[src/shared/acdp_pkg.sv]
// Constants and carrier types shared by the auxiliary control block.
`default_nettype none
package acdp_pkg;
    // Bus geometry and register indices; byte address is four times index.
    localparam int ADDR_W = 12;
    localparam logic [11:0] AUX_IDX = 12'h0a2;
    localparam logic [11:0] STAT_IDX = 12'h0a3;
    localparam logic [11:0] MASK_IDX = 12'h0a4;
    // Field positions inside the auxiliary control byte.
    localparam int BIT_PSEL = 0;
    localparam int BIT_RSVD = 1;
    localparam int BIT_ZERO = 2;
    localparam int BIT_SOFT_RESET_BIT = 3;
    localparam int BIT_LPNVM = 4;
    localparam int BIT_BOI = 5;
    localparam int BIT_BOD = 6;
    localparam int BIT_KPF = 7;
    // Interrupt status and mask layout.
    localparam int IRQ_W = 2;
    localparam int IRQ_KEYPAD = 0;
    localparam int IRQ_BROWNOUT = 1;
    // Reset values.
    localparam logic [7:0] AUX_RESET = 8'h00;
    localparam logic [1:0] IRQ_RESET = 2'h0;
    localparam logic [15:0] PTR_RESET = 16'h0000;
    localparam logic [15:0] RESTART_ADDR = 16'h0000;
    // Bus responses.
    localparam logic [1:0] RESP_OKAY = 2'h0;
    localparam logic [1:0] RESP_SLVERR = 2'h2;
    // Timing: chip reset is stretched to at least this long.
    localparam int CLK_PERIOD_NS = 5;
    localparam int RST_HOLD_NS = 20;
    localparam int RST_HOLD_CYC = (RST_HOLD_NS + CLK_PERIOD_NS - 1)
                                  / CLK_PERIOD_NS;

    typedef enum logic [1:0] {REG_AUX, REG_STAT, REG_MASK, REG_NONE} acdp_reg_e;

    // One pointer operation from the instruction decoder per cycle.
    typedef struct packed {
        logic load;
        logic inc;
        logic wrHigh;
        logic wrLow;
        logic dataMove;
        logic [15:0] data;
    } acdp_ptr_op_s;

    typedef struct packed {
        logic keypadFlag;
        logic brownoutDisable;
        logic brownoutIrqSel;
        logic lowPowerNvm;
        logic pointerSelect;
    } acdp_aux_s;

    typedef struct packed {
        acdp_aux_s aux;
        logic [IRQ_W-1:0] stat;
        logic [IRQ_W-1:0] mask;
        logic awHave;
        logic wHave;
        logic [ADDR_W-1:0] awAddr;
        logic [31:0] wData;
        logic wStrb0;
        logic bValid;
        logic [1:0] bResp;
        logic rValid;
        logic [1:0] rResp;
        logic [31:0] rData;
        logic softRst;
        logic nvmReq;
        logic [15:0] nvmAddr;
    } acdp_main_s;

    typedef struct packed {
        logic [1:0][15:0] ptr;
    } acdp_ptr_s;

    typedef struct packed {
        logic active;
        logic [7:0] cnt;
    } acdp_rst_s;

    function automatic acdp_reg_e acdp_decode(input logic [ADDR_W-1:0] a);
        acdp_reg_e r;
        r = REG_NONE;
        if (a[1:0] == 2'h0) begin
            if (a[11:2] == AUX_IDX[9:0]) r = REG_AUX;
            else if (a[11:2] == STAT_IDX[9:0]) r = REG_STAT;
            else if (a[11:2] == MASK_IDX[9:0]) r = REG_MASK;
        end
        return r;
    endfunction
endpackage
`default_nettype wire

[src/hw/acdp_dual_pointer.sv]
// Two independent 16-bit data pointers with one of them selected.
`timescale 1ns/1ps
`default_nettype none
module acdp_dual_pointer (
    // Clock, reset, enable
    input wire logic clk,
    input wire logic sys_rst,
    input wire logic chipReset,
    input wire logic ce,
    // Selection and operation
    input wire logic pointerSelect,
    input wire acdp_pkg::acdp_ptr_op_s ptrOp,
    // Selected pointer value
    output logic [15:0] selPointer
);
    import acdp_pkg::*;

    acdp_ptr_s q, d;

    always_comb begin
        d = q;
        // Only the selected pointer is touched; the other keeps its value.
        if (ptrOp.load) begin
            d.ptr[pointerSelect] = ptrOp.data;
        end else if (ptrOp.inc) begin
            d.ptr[pointerSelect] = q.ptr[pointerSelect] + 16'h0001;
        end else begin
            if (ptrOp.wrHigh) d.ptr[pointerSelect][15:8] = ptrOp.data[7:0];
            if (ptrOp.wrLow) d.ptr[pointerSelect][7:0] = ptrOp.data[7:0];
        end
        if (chipReset) begin
            d.ptr[0] = PTR_RESET;
            d.ptr[1] = PTR_RESET;
        end
    end

    always_ff @(posedge clk) begin
        if (sys_rst) begin
            q.ptr[0] <= PTR_RESET;
            q.ptr[1] <= PTR_RESET;
        end else if (ce) begin
            q <= d;
        end
    end

    // Byte reads and jumps see the selected pointer only.
    assign selPointer = q.ptr[pointerSelect];
endmodule
`default_nettype wire

[src/hw/acdp_reset_gen.sv]
// Chip reset generator merging soft, external, watchdog and brownout requests.
`timescale 1ns/1ps
`default_nettype none
module acdp_reset_gen #(
    parameter int HOLD = acdp_pkg::RST_HOLD_CYC
) (
    // Clock, reset, enable
    input wire logic clk,
    input wire logic sys_rst,
    input wire logic ce,
    // Reset sources
    input wire logic softReq,
    input wire logic extReq,
    input wire logic wdogReq,
    input wire logic bodReq,
    // Chip reset level
    output logic chipReset
);
    import acdp_pkg::*;

    acdp_rst_s q, d;
    logic anyReq;

    // All sources share one path so a soft reset is indistinguishable.
    assign anyReq = softReq | extReq | wdogReq | bodReq;

    always_comb begin
        d = q;
        d.active = anyReq | (q.cnt != 8'h00);
        if (anyReq) d.cnt = 8'(HOLD - 1);
        else if (q.cnt != 8'h00) d.cnt = q.cnt - 8'h01;
    end

    always_ff @(posedge clk) begin
        if (sys_rst) begin
            q <= '0;
        end else if (ce) begin
            q <= d;
        end
    end

    assign chipReset = q.active;
endmodule
`default_nettype wire

[src/hw/acdp_aux_control.sv]
// Auxiliary control register with dual pointer select and AXI4-Lite access.
`timescale 1ns/1ps
`default_nettype none
module acdp_aux_control #(
    parameter int RST_HOLD = acdp_pkg::RST_HOLD_CYC
) (
    // Clock, reset, enable
    input wire logic clk,
    input wire logic sys_rst,
    input wire logic ce,
    // AXI4-Lite write
    input wire logic [acdp_pkg::ADDR_W-1:0] s_axi_awaddr,
    input wire logic s_axi_awvalid,
    output logic s_axi_awready,
    input wire logic [31:0] s_axi_wdata,
    input wire logic [3:0] s_axi_wstrb,
    input wire logic s_axi_wvalid,
    output logic s_axi_wready,
    output logic [1:0] s_axi_bresp,
    output logic s_axi_bvalid,
    input wire logic s_axi_bready,
    // AXI4-Lite read
    input wire logic [acdp_pkg::ADDR_W-1:0] s_axi_araddr,
    input wire logic s_axi_arvalid,
    output logic s_axi_arready,
    output logic [31:0] s_axi_rdata,
    output logic [1:0] s_axi_rresp,
    output logic s_axi_rvalid,
    input wire logic s_axi_rready,
    // Instruction decoder side
    input wire acdp_pkg::acdp_ptr_op_s ptrOp,
    output logic [15:0] selPointer,
    output logic nvmCfgReq,
    output logic [15:0] nvmCfgAddr,
    // Events and reset sources
    input wire logic keypadEvent,
    input wire logic brownoutEvent,
    input wire logic extResetReq,
    input wire logic watchdogReq,
    // Chip control
    output logic chipReset,
    output logic [15:0] restartAddr,
    output logic brownoutDetectOff,
    output logic lowPowerNvm,
    output logic irq
);
    import acdp_pkg::*;

    acdp_main_s q, d;
    logic doWrite;
    acdp_reg_e wSel;
    acdp_reg_e rSel;
    logic [7:0] auxRead;
    logic bodReset;

    function automatic logic [7:0] pack_aux(input acdp_aux_s a);
        logic [7:0] v;
        v = AUX_RESET;
        v[BIT_KPF] = a.keypadFlag;
        v[BIT_BOD] = a.brownoutDisable;
        v[BIT_BOI] = a.brownoutIrqSel;
        v[BIT_LPNVM] = a.lowPowerNvm;
        v[BIT_PSEL] = a.pointerSelect;
        return v;
    endfunction

    // Soft reset and zero bits never hold state, so they read as zero.
    assign auxRead = pack_aux(q.aux);
    assign doWrite = q.awHave & q.wHave & ~q.bValid;
    assign wSel = acdp_decode(q.awAddr);
    assign rSel = acdp_decode(s_axi_araddr);
    // A detected brownout resets the chip unless detection is disabled or it is rerouted as interrupt.
    assign bodReset = brownoutEvent & ~q.aux.brownoutIrqSel
                      & ~q.aux.brownoutDisable;

    always_comb begin
        d = q;
        d.softRst = 1'b0;
        // Write channel: address and data are taken in either order.
        if (s_axi_awvalid && s_axi_awready) begin
            d.awHave = 1'b1;
            d.awAddr = s_axi_awaddr;
        end
        if (s_axi_wvalid && s_axi_wready) begin
            d.wHave = 1'b1;
            d.wData = s_axi_wdata;
            d.wStrb0 = s_axi_wstrb[0];
        end
        if (doWrite) begin
            d.awHave = 1'b0;
            d.wHave = 1'b0;
            d.bValid = 1'b1;
            d.bResp = (wSel == REG_NONE) ? RESP_SLVERR : RESP_OKAY;
            if (q.wStrb0) begin
                unique case (wSel)
                    REG_AUX: begin
                        // Bits one and two are not stored, so an increment
                        // only flips the select bit.
                        d.aux.pointerSelect = q.wData[BIT_PSEL];
                        d.aux.keypadFlag = q.aux.keypadFlag
                                           & q.wData[BIT_KPF];
                        d.aux.brownoutDisable = q.wData[BIT_BOD];
                        d.aux.brownoutIrqSel = q.wData[BIT_BOI];
                        d.aux.lowPowerNvm = q.wData[BIT_LPNVM];
                        d.softRst = q.wData[BIT_SOFT_RESET_BIT];
                    end
                    REG_STAT: d.stat = q.stat & ~q.wData[IRQ_W-1:0];
                    REG_MASK: d.mask = q.wData[IRQ_W-1:0];
                    REG_NONE: d.mask = q.mask;
                endcase
            end
        end
        if (s_axi_bvalid && s_axi_bready) d.bValid = 1'b0;
        // Read channel: one read in flight, answered the next cycle.
        if (s_axi_arvalid && s_axi_arready) begin
            d.rValid = 1'b1;
            d.rResp = RESP_OKAY;
            unique case (rSel)
                REG_AUX: d.rData = {24'h00_0000, auxRead};
                REG_STAT: d.rData = {30'h0000_0000, q.stat};
                REG_MASK: d.rData = {30'h0000_0000, q.mask};
                REG_NONE: begin
                    d.rData = 32'h0000_0000;
                    d.rResp = RESP_SLVERR;
                end
            endcase
        end else if (s_axi_rvalid && s_axi_rready) begin
            d.rValid = 1'b0;
        end
        // Hardware sets are applied after software clears so a
        // coinciding event is never lost.
        if (keypadEvent) begin
            d.aux.keypadFlag = 1'b1;
            d.stat[IRQ_KEYPAD] = 1'b1;
        end
        if (brownoutEvent && q.aux.brownoutIrqSel && !q.aux.brownoutDisable) begin
            d.stat[IRQ_BROWNOUT] = 1'b1;
        end
        // Data moves address the configuration space via the pointer.
        d.nvmReq = ptrOp.dataMove;
        d.nvmAddr = selPointer;
        // Chip reset returns every register to its initial value; the bus
        // handshake state survives so a pending response is not dropped.
        if (chipReset) begin
            d.aux = '0;
            d.stat = IRQ_RESET;
            d.mask = IRQ_RESET;
            d.softRst = 1'b0;
            d.nvmReq = 1'b0;
            d.nvmAddr = PTR_RESET;
        end
    end

    always_ff @(posedge clk) begin
        if (sys_rst) begin
            q <= '0;
        end else if (ce) begin
            q <= d;
        end
    end

    acdp_dual_pointer u_ptr (
        .clk(clk),
        .sys_rst(sys_rst),
        .chipReset(chipReset),
        .ce(ce),
        .pointerSelect(q.aux.pointerSelect),
        .ptrOp(ptrOp),
        .selPointer(selPointer)
    );

    acdp_reset_gen #(
        .HOLD(RST_HOLD)
    ) u_rst (
        .clk(clk),
        .sys_rst(sys_rst),
        .ce(ce),
        .softReq(q.softRst),
        .extReq(extResetReq),
        .wdogReq(watchdogReq),
        .bodReq(bodReset),
        .chipReset(chipReset)
    );

    assign s_axi_awready = ~q.awHave & ~q.bValid;
    assign s_axi_wready = ~q.wHave & ~q.bValid;
    assign s_axi_bvalid = q.bValid;
    assign s_axi_bresp = q.bResp;
    assign s_axi_arready = ~q.rValid;
    assign s_axi_rvalid = q.rValid;
    assign s_axi_rdata = q.rData;
    assign s_axi_rresp = q.rResp;
    assign nvmCfgReq = q.nvmReq;
    assign nvmCfgAddr = q.nvmAddr;
    assign restartAddr = RESTART_ADDR;
    assign brownoutDetectOff = q.aux.brownoutDisable;
    assign lowPowerNvm = q.aux.lowPowerNvm;
    assign irq = |(q.stat & q.mask);
endmodule
`default_nettype wire

[config.mk]
export PLATFORM = sky130hd
export DESIGN_NAME = acdp_aux_control
export DESIGN_NICKNAME = d
export VERILOG_FILES = /design/src/shared/acdp_pkg.sv /design/src/hw/acdp_dual_pointer.sv /design/src/hw/acdp_reset_gen.sv /design/src/hw/acdp_aux_control.sv
export SDC_FILE = /design/constraint.sdc
export NUM_CORES = 1
export LEC_CHECK = 0
export ABC_AREA = 1
export BUFFER_PORTS_ARGS = -buffer_cell sky130_fd_sc_hd__clkbuf_2
export CORE_MARGIN = 4
export CORE_UTILIZATION = 53
export CTS_CLUSTER_SIZE = 14
export DETAILED_ROUTE_END_ITERATION = 8
export GPL_TIMING_DRIVEN = 0
export HOLD_SLACK_MARGIN = 0.15
export PLACE_DENSITY = 0.85
export SKIP_CTS_REPAIR_TIMING = 1
export SLEW_MARGIN = 20
export SYNTH_ARGS = -nofsm -noshare
export SYNTH_HDL_FRONTEND = slang
export SYNTH_SLANG_ARGS = --single-unit
[constraint.sdc]
create_clock -name clk -period 2.1 [get_ports clk]
set_input_delay 0.21 -clock clk [delete_from_list [all_inputs] [get_ports clk]]
set_output_delay 0.21 -clock clk [all_outputs]
set_load 0.01 [all_outputs]
Word level (Yosys, flattened, before mapping)
Cells that the tools add are included.
{"block": "word_totals", "register_bits": 129}
{"block": "op_classes", "mux": 51, "addsub": 2, "n_reduce_logical": 45, "magnitude_cmp": 2, "n_eq_ne": 12, "n_bitwise": 20}
{"operator": "32-bit two-way mux", "n": 7}
{"operator": "32-bit bitwise mux", "n": 4}
{"operator": "32-bit one-hot mux with 4 select lines", "n": 1}
{"operator": "16-bit two-way mux", "n": 4}
{"operator": "10-bit by 8-bit == test with 1-bit output (second input constant)", "n": 6}
{"operator": "16-bit demux with 1-bit select", "n": 3}
{"operator": "8-bit two-way mux", "n": 3}
{"operator": "3-bit nonzero test", "n": 7}
{"operator": "2-bit two-way mux", "n": 10}
{"operator": "4-bit AND reduction", "n": 5}
{"operator": "18-bit two-way mux", "n": 1}
{"operator": "9-bit two-way mux", "n": 2}
{"operator": "2-bit AND reduction", "n": 9}
{"operator": "2-bit nonzero test", "n": 9}
{"operator": "16-bit by 1-bit adder with 16-bit output (second input constant)", "n": 1}
{"operator": "1-bit two-way mux", "n": 13}
{"operator": "11-bit two-way mux", "n": 1}
{"operator": "2-bit == test (second input constant)", "n": 4}
{"operator": "1-bit logical AND", "n": 8}
{"operator": "2-bit logical NOT", "n": 4}
{"operator": "8-bit nonzero test", "n": 1}
{"operator": "8-bit by 1-bit subtractor with 8-bit output (second input constant)", "n": 1}
{"operator": "1-bit AND", "n": 7}
{"operator": "1-bit NOT", "n": 6}
{"operator": "10 further kinds", "n": 15}

Logic depth before layout (Yosys ltp)
Gate-level depths: netlist (run 1).
{"block": "depth", "depth_word": 13, "depth_mapped": 14, "mapped_depth_nobuf": 13}

Modules after synthesis
A second synthesis (run 1) with hierarchy kept.
{"block": "hier_totals", "cells_unflattened": 979, "hier_area_um2": 6374.9}
{"module": "acdp_aux_control", "area_each_um2": 3084.2, "cells_per_inst": 421, "seq_area_each_um2": 1181.1, "n_inst": 1}
{"module": "acdp_dual_pointer", "area_each_um2": 2745.1, "cells_per_inst": 470, "seq_area_each_um2": 640.6, "n_inst": 1}
{"module": "acdp_reset_gen", "area_each_um2": 545.5, "cells_per_inst": 88, "seq_area_each_um2": 180.2, "n_inst": 1}

Least setup slack after synthesis (run 1)
Ideal clock, no wire load.
{"block": "synth_timing", "kind": "register to register", "startpoint": "register q (netlist bit auxRead[0])", "endpoint": "register u_ptr.q[10] (netlist name)", "path_stages_with_launch": 13, "setup_time_ps": 66, "setup_slack_ps": 279, "synth_period_minus_slack_ps": 1821, "arrival_ps": 1755, "path_buffers": 1, "path_cell_list": "dfxtp_1 buf_6 nand2_1 nand2_1 ha_1 nand3_1 inv_1 nand2_2 o21bai_2 nand3_1 nand2_1 nand2_1 a21oi_2"}
{"block": "synth_between", "word_cells_on_any_way": 22, "classes_between": "add/sub: 1; order compare: 2; mux: 18; reduce/logical: 1"}
{"item": "from (decl)", "line_no": "acdp_aux_control.sv:49", "source": "acdp_main_s q, d;"}
{"item": "from (signal assigned)", "line_no": "acdp_aux_control.sv:156", "source": "q <= '0;"}
{"item": "from (signal assigned)", "line_no": "acdp_aux_control.sv:158", "source": "q <= d;"}
{"item": "16-bit two-way mux (2 in series)"}
{"item": "net selPointer[0]", "line_no": "acdp_aux_control.sv:32", "source": "output logic [15:0] selPointer,"}
{"item": "16-bit by 1-bit adder with 16-bit output", "line_no": "acdp_dual_pointer.sv:26", "source": "d.ptr[pointerSelect] = q.ptr[pointerSelect] + 16'h0001;"}
{"item": "32-bit bitwise mux", "line_no": "acdp_dual_pointer.sv:26"}
{"item": "32-bit two-way mux", "line_no": "acdp_dual_pointer.sv:25", "source": "end else if (ptrOp.inc) begin"}
{"item": "32-bit two-way mux", "line_no": "acdp_dual_pointer.sv:23", "source": "if (ptrOp.load) begin"}
{"item": "32-bit two-way mux", "line_no": "acdp_dual_pointer.sv:31", "source": "if (chipReset) begin"}
{"item": "to (decl)", "line_no": "acdp_dual_pointer.sv:18", "source": "acdp_ptr_s q, d;"}
The timed path passes the listed nets, and every way through them passes these cells. The select of a mux whose other input is x is not followed.
A chain may end at the register's enable or synchronous reset.

Worst setup path in the final report (run 1)
{"block": "layout_timing", "startpoint": "register u_rst.q (netlist bit u_rst.chipReset)", "endpoint": "register u_ptr.q[26] (netlist name)"}
{"block": "layout_between", "elab_chain_cells": 1}
{"item": "from (decl)", "line_no": "acdp_reset_gen.sv:21", "source": "acdp_rst_s q, d;"}
{"item": "from (signal assigned)", "line_no": "acdp_reset_gen.sv:36", "source": "q <= '0;"}
{"item": "from (signal assigned)", "line_no": "acdp_reset_gen.sv:38", "source": "q <= d;"}
{"item": "32-bit two-way mux", "line_no": "acdp_dual_pointer.sv:31"}
Every way passes these cells.

==> results of run 1 <==
metal layers:
layer  routed length (um)  up-vias  part of all wire [%]  track usage [%]
li1                     -     3344                     -                -
met1                 7820     2985                    42             35.4
met2                 8470      351                    46             42.6
met3                 1710       51                   9.2             5.39
met4                  601        0                   3.2             11.9
met5                    0        -                     0                0
layout by cell type, fill, tap and decap left out, types with 4 or more instances in the layout:
| master | count |
|---|---|
| nor2_4 | 4 |
| clkbuf_2 | 114 |
| nor3_1 | 10 |
| a31oi_1 | 13 |
| clkbuf_16 | 9 |
| o22ai_1 | 12 |
| nand2_4 | 9 |
| xor2_1 | 5 |
| nand4_1 | 10 |
| buf_6 | 4 |
| nand2_1 | 219 |
| o21ai_2 | 4 |
| o21ai_0 | 71 |
| nand3_1 | 49 |
| nor2_1 | 89 |
| or2_2 | 5 |
| conb_1 | 44 |
| buf_2 | 8 |
| nand2_2 | 16 |
| nor2_2 | 7 |
| buf_4 | 70 |
| a21oi_2 | 10 |
| clkbuf_1 | 19 |
| a21oi_1 | 102 |
| dfxtp_1 | 99 |
| dlygate4sd3_1 | 8 |
| inv_1 | 89 |
worst max-delay path, stage by stage (launching register included):
cell,delay [ns]
dfxtp_1,0.42
nor2_1,0.08
inv_1,0.24
o31ai_1,0.16
nor2_1,0.43
buf_4,0.29
o21ai_0,0.11
a21oi_2,0.14
report_power, final:
group	total [uW]	switching, uW	internal [uW]
clock network	1760	806	956
logic	1030	647	383
registers	2070	72.9	2000
total	4860	1530	3340
logic make-up after synthesis:
kind of cell | count (synthesis) | synth area share (%)
AOI/OAI and AO/OA | 224 | 20.1
DFF | 100 | 32.0
adders and majority gates | 2 | 0.399
buffers and inverters | 198 | 17.0
xor gates and xnor gates | 7 | 0.979
and+or+nand+nor | 422 | 29.6
other | 1 | 0.0599
per-stage QoR:
stage | hold WS (ns) | power, uW
2_1_floorplan | 0.355 | 2790
3_3_place_gp | 0.444 | 3070
3_5_place_dp | 0.458 | 3090
4_1_cts | 0.0883 | 4830
5_1_grt | 0.154 | 5090
6_report | 0.113 | 4860
how the worst min path moves through the flow:
stage,from,endpoint,slack (ns)
2_1_floorplan,ptrOp[16],nvmCfgReq$_SDFFE_PP0P_,0.35
3_3_place_gp,u_rst.q[0]$_SDFFE_PP0P_,u_rst.q[0]$_SDFFE_PP0P_,0.44
3_5_place_dp,nvmCfgAddr[15]$_SDFFE_PP0P_,nvmCfgAddr[15]$_SDFFE_PP0P_,0.46
4_1_cts,ptrOp[16],nvmCfgReq$_SDFFE_PP0P_,0.09
5_1_grt,s_axi_wdata[6],q[63]$_SDFFE_PP0P_,0.15
6_report,s_axi_wdata[5],q[62]$_SDFFE_PP0P_,0.11
state kept, by name, indices dropped and copies added (netlist names):
signal	cells
u_ptr.q	32
q	27
nvmCfgAddr	16
u_rst.q	8
s_axi_rdata	6
auxRead	3
brownoutDetectOff	1
lowPowerNvm	1
nvmCfgReq	1
s_axi_bresp	1
s_axi_bvalid	1
s_axi_rresp	1
s_axi_rvalid	1
u_rst.chipReset	1
layout make-up:
class / count / area share [%]
Buffer: 104 / 9.31
Clock buffer: 9 / 2.96
Clock inverter: 7 / 1.20
Inverter: 94 / 4.63
Multi-Input combinational cell: 699 / 44.7
Sequential cell: 100 / 26.3
Tap cell: 143 / 2.35
Timing Repair Buffer: 122 / 8.54
==> metrics.csv, run 1 <==
metric,value,unit
r2r_start,u_rst.chipReset$_SDFFE_PP0P_,
status,"finished, final reports clean",
hold_path_depth,3,
cts_tree,yes,
fin_util,66.2,%
yosysTopAreaCellShare,32.0,%
coreArea,11500,um2
required,2.39,ns
fin_crit_sh,92.9,%
power_density,638,nW/um2
synth-async-reset-ratio,0,%
synthesis.area,6260,um2
gp_congestion,1.01,
timing.final.ws_setup,0.150,ns
maxCapViolCount,0,
drt_iter0_drc,753,
wl_per_cell,14.6,um
initial_core_util,54.4,%
multi_input_area,3410,um2
synth.distinct_cells,40,
min_period,1.95,ns
ir_drop,398,uV
dr.pass1.iters,7,
max_freq,513,MHz
numCtsBuffers,9,
route.detailed.drc,0,
routed_wl,18.6,mm
yosys_warnings,0,
synth_top_area_cell,dfxtp_1,
cts_root_buf,clkbuf_16,
rr_worst_depth,7,
power.leakage,0.00360,uW
grt.total_usage,26.9,%
ios,187,
synth_edf_count,0,
cts.reportedPaths.clkPinSlew,0.08,ns
ys_seq_area_share,32.0,%
clk_latency,0.36,ns
placed_cells,1254,
numClockSinks,100,
cp_max_fo,10,
post-dp-hpwl,13.9,mm
cp-end-kind,flip-flop,
min_path_type,in -> reg,
instances_no_fill,1278,
grt_max_degree,20,
vias,6731,
netlist_instances,954,
setup_viol,0,
num_antenna_cells,0,
placed_area,7170,um2
final_cell_area,7620,um2
dieWidth,117,um
worst-setup-path-type,reg -> reg,
cp-startpoint,u_rst.chipReset$_SDFFE_PP0P_,
fin_nets,1225,
synth.avg_cell_area,6.57,um2
grt_overflow,0,
dp_slack,-0.0918,ns
viasPerCell,5.27,
worst_slew_pin_slew,0.653,ns
rrSetupSlack,0.15,ns
synth-main-ff-cell,dfxtp_1,
cp-start-kind,flip-flop,
grt_pass1_vias,6080,
hold_violations,0,
yosysMostFrequentCell,nand2_1,
htree_levels,3,
antenna_found_initial,0,
synth_seq_cells,100,
final_max_slew_viol_count,0,
tns,0,ns
critPathArrivalTime,2.24,ns
rr_endpoint,u_ptr.q[26]$_SDFFE_PP0P_,
rows,39,
fin_worst_skew,0.00977,ns
areaGrowthSynthToFinish,21.7,%
chipHeight,117,um
clock_path_buffers,2,
fillers,1039,
rsz0062_at_grt,no,
grt_first_pass_wirelength,29.1,mm
ant_nets,0,
dieArea,13600,um2
post_route_cells_drive_above_1_share,24.7,%
synth_area_leaders,"dfxtp_1 32%, nand2_1 13%, buf_4 8.4%",
regArea,2000,um2
portBuffers,114,
synth.top_cells.by_count,"221 x nand2_1, 102 x a21oi_1, 100 x dfxtp_1, 92 x nor2_1, 90 x inv_1",
endpoint,u_ptr.q[26]$_SDFFE_PP0P_,
relSlewSlack,56.5,%
(Power assumes the default switching activity.)
==> run 2, diff against run 1 <==
Settings changed: CORE_UTILIZATION 53 to 48, PLACE_DENSITY 0.85 to 0.78.
==> run 2 against run 1 <==
Compared with the run above:
- setup slack worse by 0.059 ns
- sequential cell count is the same
- first-iteration DRC count is 18% lower
- die area rose by 9.7%
- final cell count increased by 2.7%
- global-route usage decreased by 2.6 points
- worst hold slack improved by 0.0016 ns
- count of clock-buffer cells in the layout did not move
- non-clock buffer count rose by 5
- core utilization is 5.7 points lower
- combinational power about the same
- critical path type unchanged
- largest power group unchanged
==> metrics.csv, run 2 (synthesis gave the netlist of run 1 again) <==
metric,value,unit,change
cp_max_fo,10,,unchanged
hold_violations,0,,unchanged
post-dp-hpwl,14.1,mm,+1.5%
largest_reg_flops,32,,unchanged
cp_top_family,simple AND/OR/NAND/NOR gates,,
grt.total_usage,24.3,%,-2.6 points
critPathMostFrequentCell,nand2_1,,
fin_worst_skew,0.0103,ns,+0.000567 ns
drt_iter0_drc,618,,-18%
areaGrowthSynthToFinish,22.8,%,
clk_latency,0.36,ns,about the same
top_register,u_ptr.q,,
dieWidth,122,um,+4.7%
worst-setup-path-type,reg -> reg,,
vias,6752,,+0.31%
final_cell_mix,"219 x nand2_1, 114 x clkbuf_2, 102 x a21oi_1",,
wl_per_cell,14.4,um,-1.2%
coreArea,12700,um2,+10%
num_antenna_cells,0,,unchanged
clock_path_buffers,2,,unchanged
grt_pass1_vias,5771,,-5.1%
power,4850,uW,-0.34%
fin_util,60.4,%,-5.7 points
cts_root_buf,clkbuf_16,,
antenna_found_initial,0,,unchanged
layout_commonest_cell,nand2_1,,
relSlewSlack,56.4,%,-0.13 points
slowest_stage,dfxtp_2,,
ant_nets,0,,unchanged
initial_core_util,49.2,%,-5.2 points
critical-path-max-stage-delay,0.41,ns,-0.02 ns
portBuffers,114,,unchanged
htree_levels,3,,unchanged
cts_tree,yes,,
grt_max_degree,19,,-5.0%
path_cells,buf_8 > nand2_1 > nand2_2 > ha_2 > nand3_2 > inv_1 > nand2_2 > o21bai_2 > nand3_1 > nand2_1 > nand2_1 > a21oi_2,,
cp-start-kind,flip-flop,,
min_path_type,in -> reg,,
ir_drop,588,uV,+48%
power_density,630,nW/um2,-1.3%
routed_wl,18.9,mm,+1.5%
numCtsBuffers,9,,unchanged
numClockSinks,100,,unchanged
fin_crit_sh,95.7,%,+2.8 points
rsz0062_at_grt,yes,,
cp-end-kind,flip-flop,,
setup_viol,0,,unchanged
power.leakage,0.00363,uW,+0.66%
grt_first_pass_wirelength,28.7,mm,-1.3%
route.detailed.drc,0,,unchanged
critPathArrivalTime,2.30,ns,+0.06 ns
chipHeight,122,um,+4.7%
post_route_cells_drive_above_1_share,24.4,%,-0.28 points
rows,41,,+5.1%
dr.pass1.iters,5,,-2
final_max_slew_viol_count,0,,unchanged
fin_nets,1230,,+0.41%
cp_num_buf_inv,2,,unchanged
worst_slew_pin_slew,0.655,ns,+0.00199 ns
max_freq,498,MHz,-3.0%
gp_congestion,0.944,,-6.7%
status,"finished, final reports clean",,
required,2.39,ns,about the same
min_period,2.01,ns,+0.0594 ns
maxCapViolCount,0,,unchanged
ios,187,,unchanged
cts.reportedPaths.clkPinSlew,0.07,ns,about the same
dieArea,14900,um2,+9.7%
grt_overflow,0,,unchanged
viasPerCell,5.15,,-2.3%
run 2: final cells by class:
| cell class | instances | area, um2 |
|---|---|---|
| plain buffers | 104 | 713 |
| clock buffers | 9 | 225 |
| clock inverters | 7 | 82.6 |
| fillers | 1245 | 5030 |
| inverters | 94 | 353 |
| multi-input cells | 699 | 3400 |
| flip-flops and latches | 100 | 2000 |
| well taps | 172 | 215 |
| repair buffers | 127 | 701 |
run 2: worst paths after layout:
kind | from | depth (start not counted) | end | slack [ns]
worst max-delay path | auxRead[0]$_SDFFE_PP0P_ | 12 | u_ptr.q[10]$_SDFFE_PP0P_ | 0.09
worst min register to register | nvmCfgAddr[6]$_SDFFE_PP0P_ | 2 | nvmCfgAddr[6]$_SDFFE_PP0P_ | 0.46
worst max register to register | auxRead[0]$_SDFFE_PP0P_ | 12 | u_ptr.q[10]$_SDFFE_PP0P_ | 0.09
worst min-delay path | s_axi_wdata[5] | 3 | q[62]$_SDFFE_PP0P_ | 0.11
run 2: tightest hold or removal path, delay by kind of cell:
family | cells | cell delay [ns]
buffers and inverters | 1 | 0.07
and+or+nand+nor | 1 | 0.08
AOI/OAI and AO/OA | 1 | 0.07
run 2: stage by stage:
stage	hold slack [ns]	std cells	instance area (um2)	setup WS [ns]	TNS, ns
6_report	0.115	1312	7690	0.0905	0
5_1_grt	0.153	1312	7690	-0.00962	-0.00962
3_3_place_gp	0.445	1283	7210	-0.0812	-0.303
2_1_floorplan	0.355	997	6420	0.279	0
4_1_cts	0.0824	1299	7520	-0.154	-0.644
3_5_place_dp	0.456	1283	7210	-0.100	-0.423
run 2: metal layers:
| layer | wire length (um) | GRT usage [%] | vias to the layer above |
|---|---|---|---|
| met5 | 0 | 0 | - |
| met4 | 326 | 7.14 | 0 |
| met3 | 1660 | 4.75 | 33 |
| met2 | 8680 | 38.6 | 305 |
| met1 | 8210 | 33.6 | 3054 |
| li1 | - | - | 3360 |
run 2: report_power, final:
| part | internal, uW | switching (uW) |
|---|---|---|
| registers | 2000 | 71.3 |
| logic | 388 | 647 |
| clock network | 946 | 796 |
| total | 3330 | 1510 |
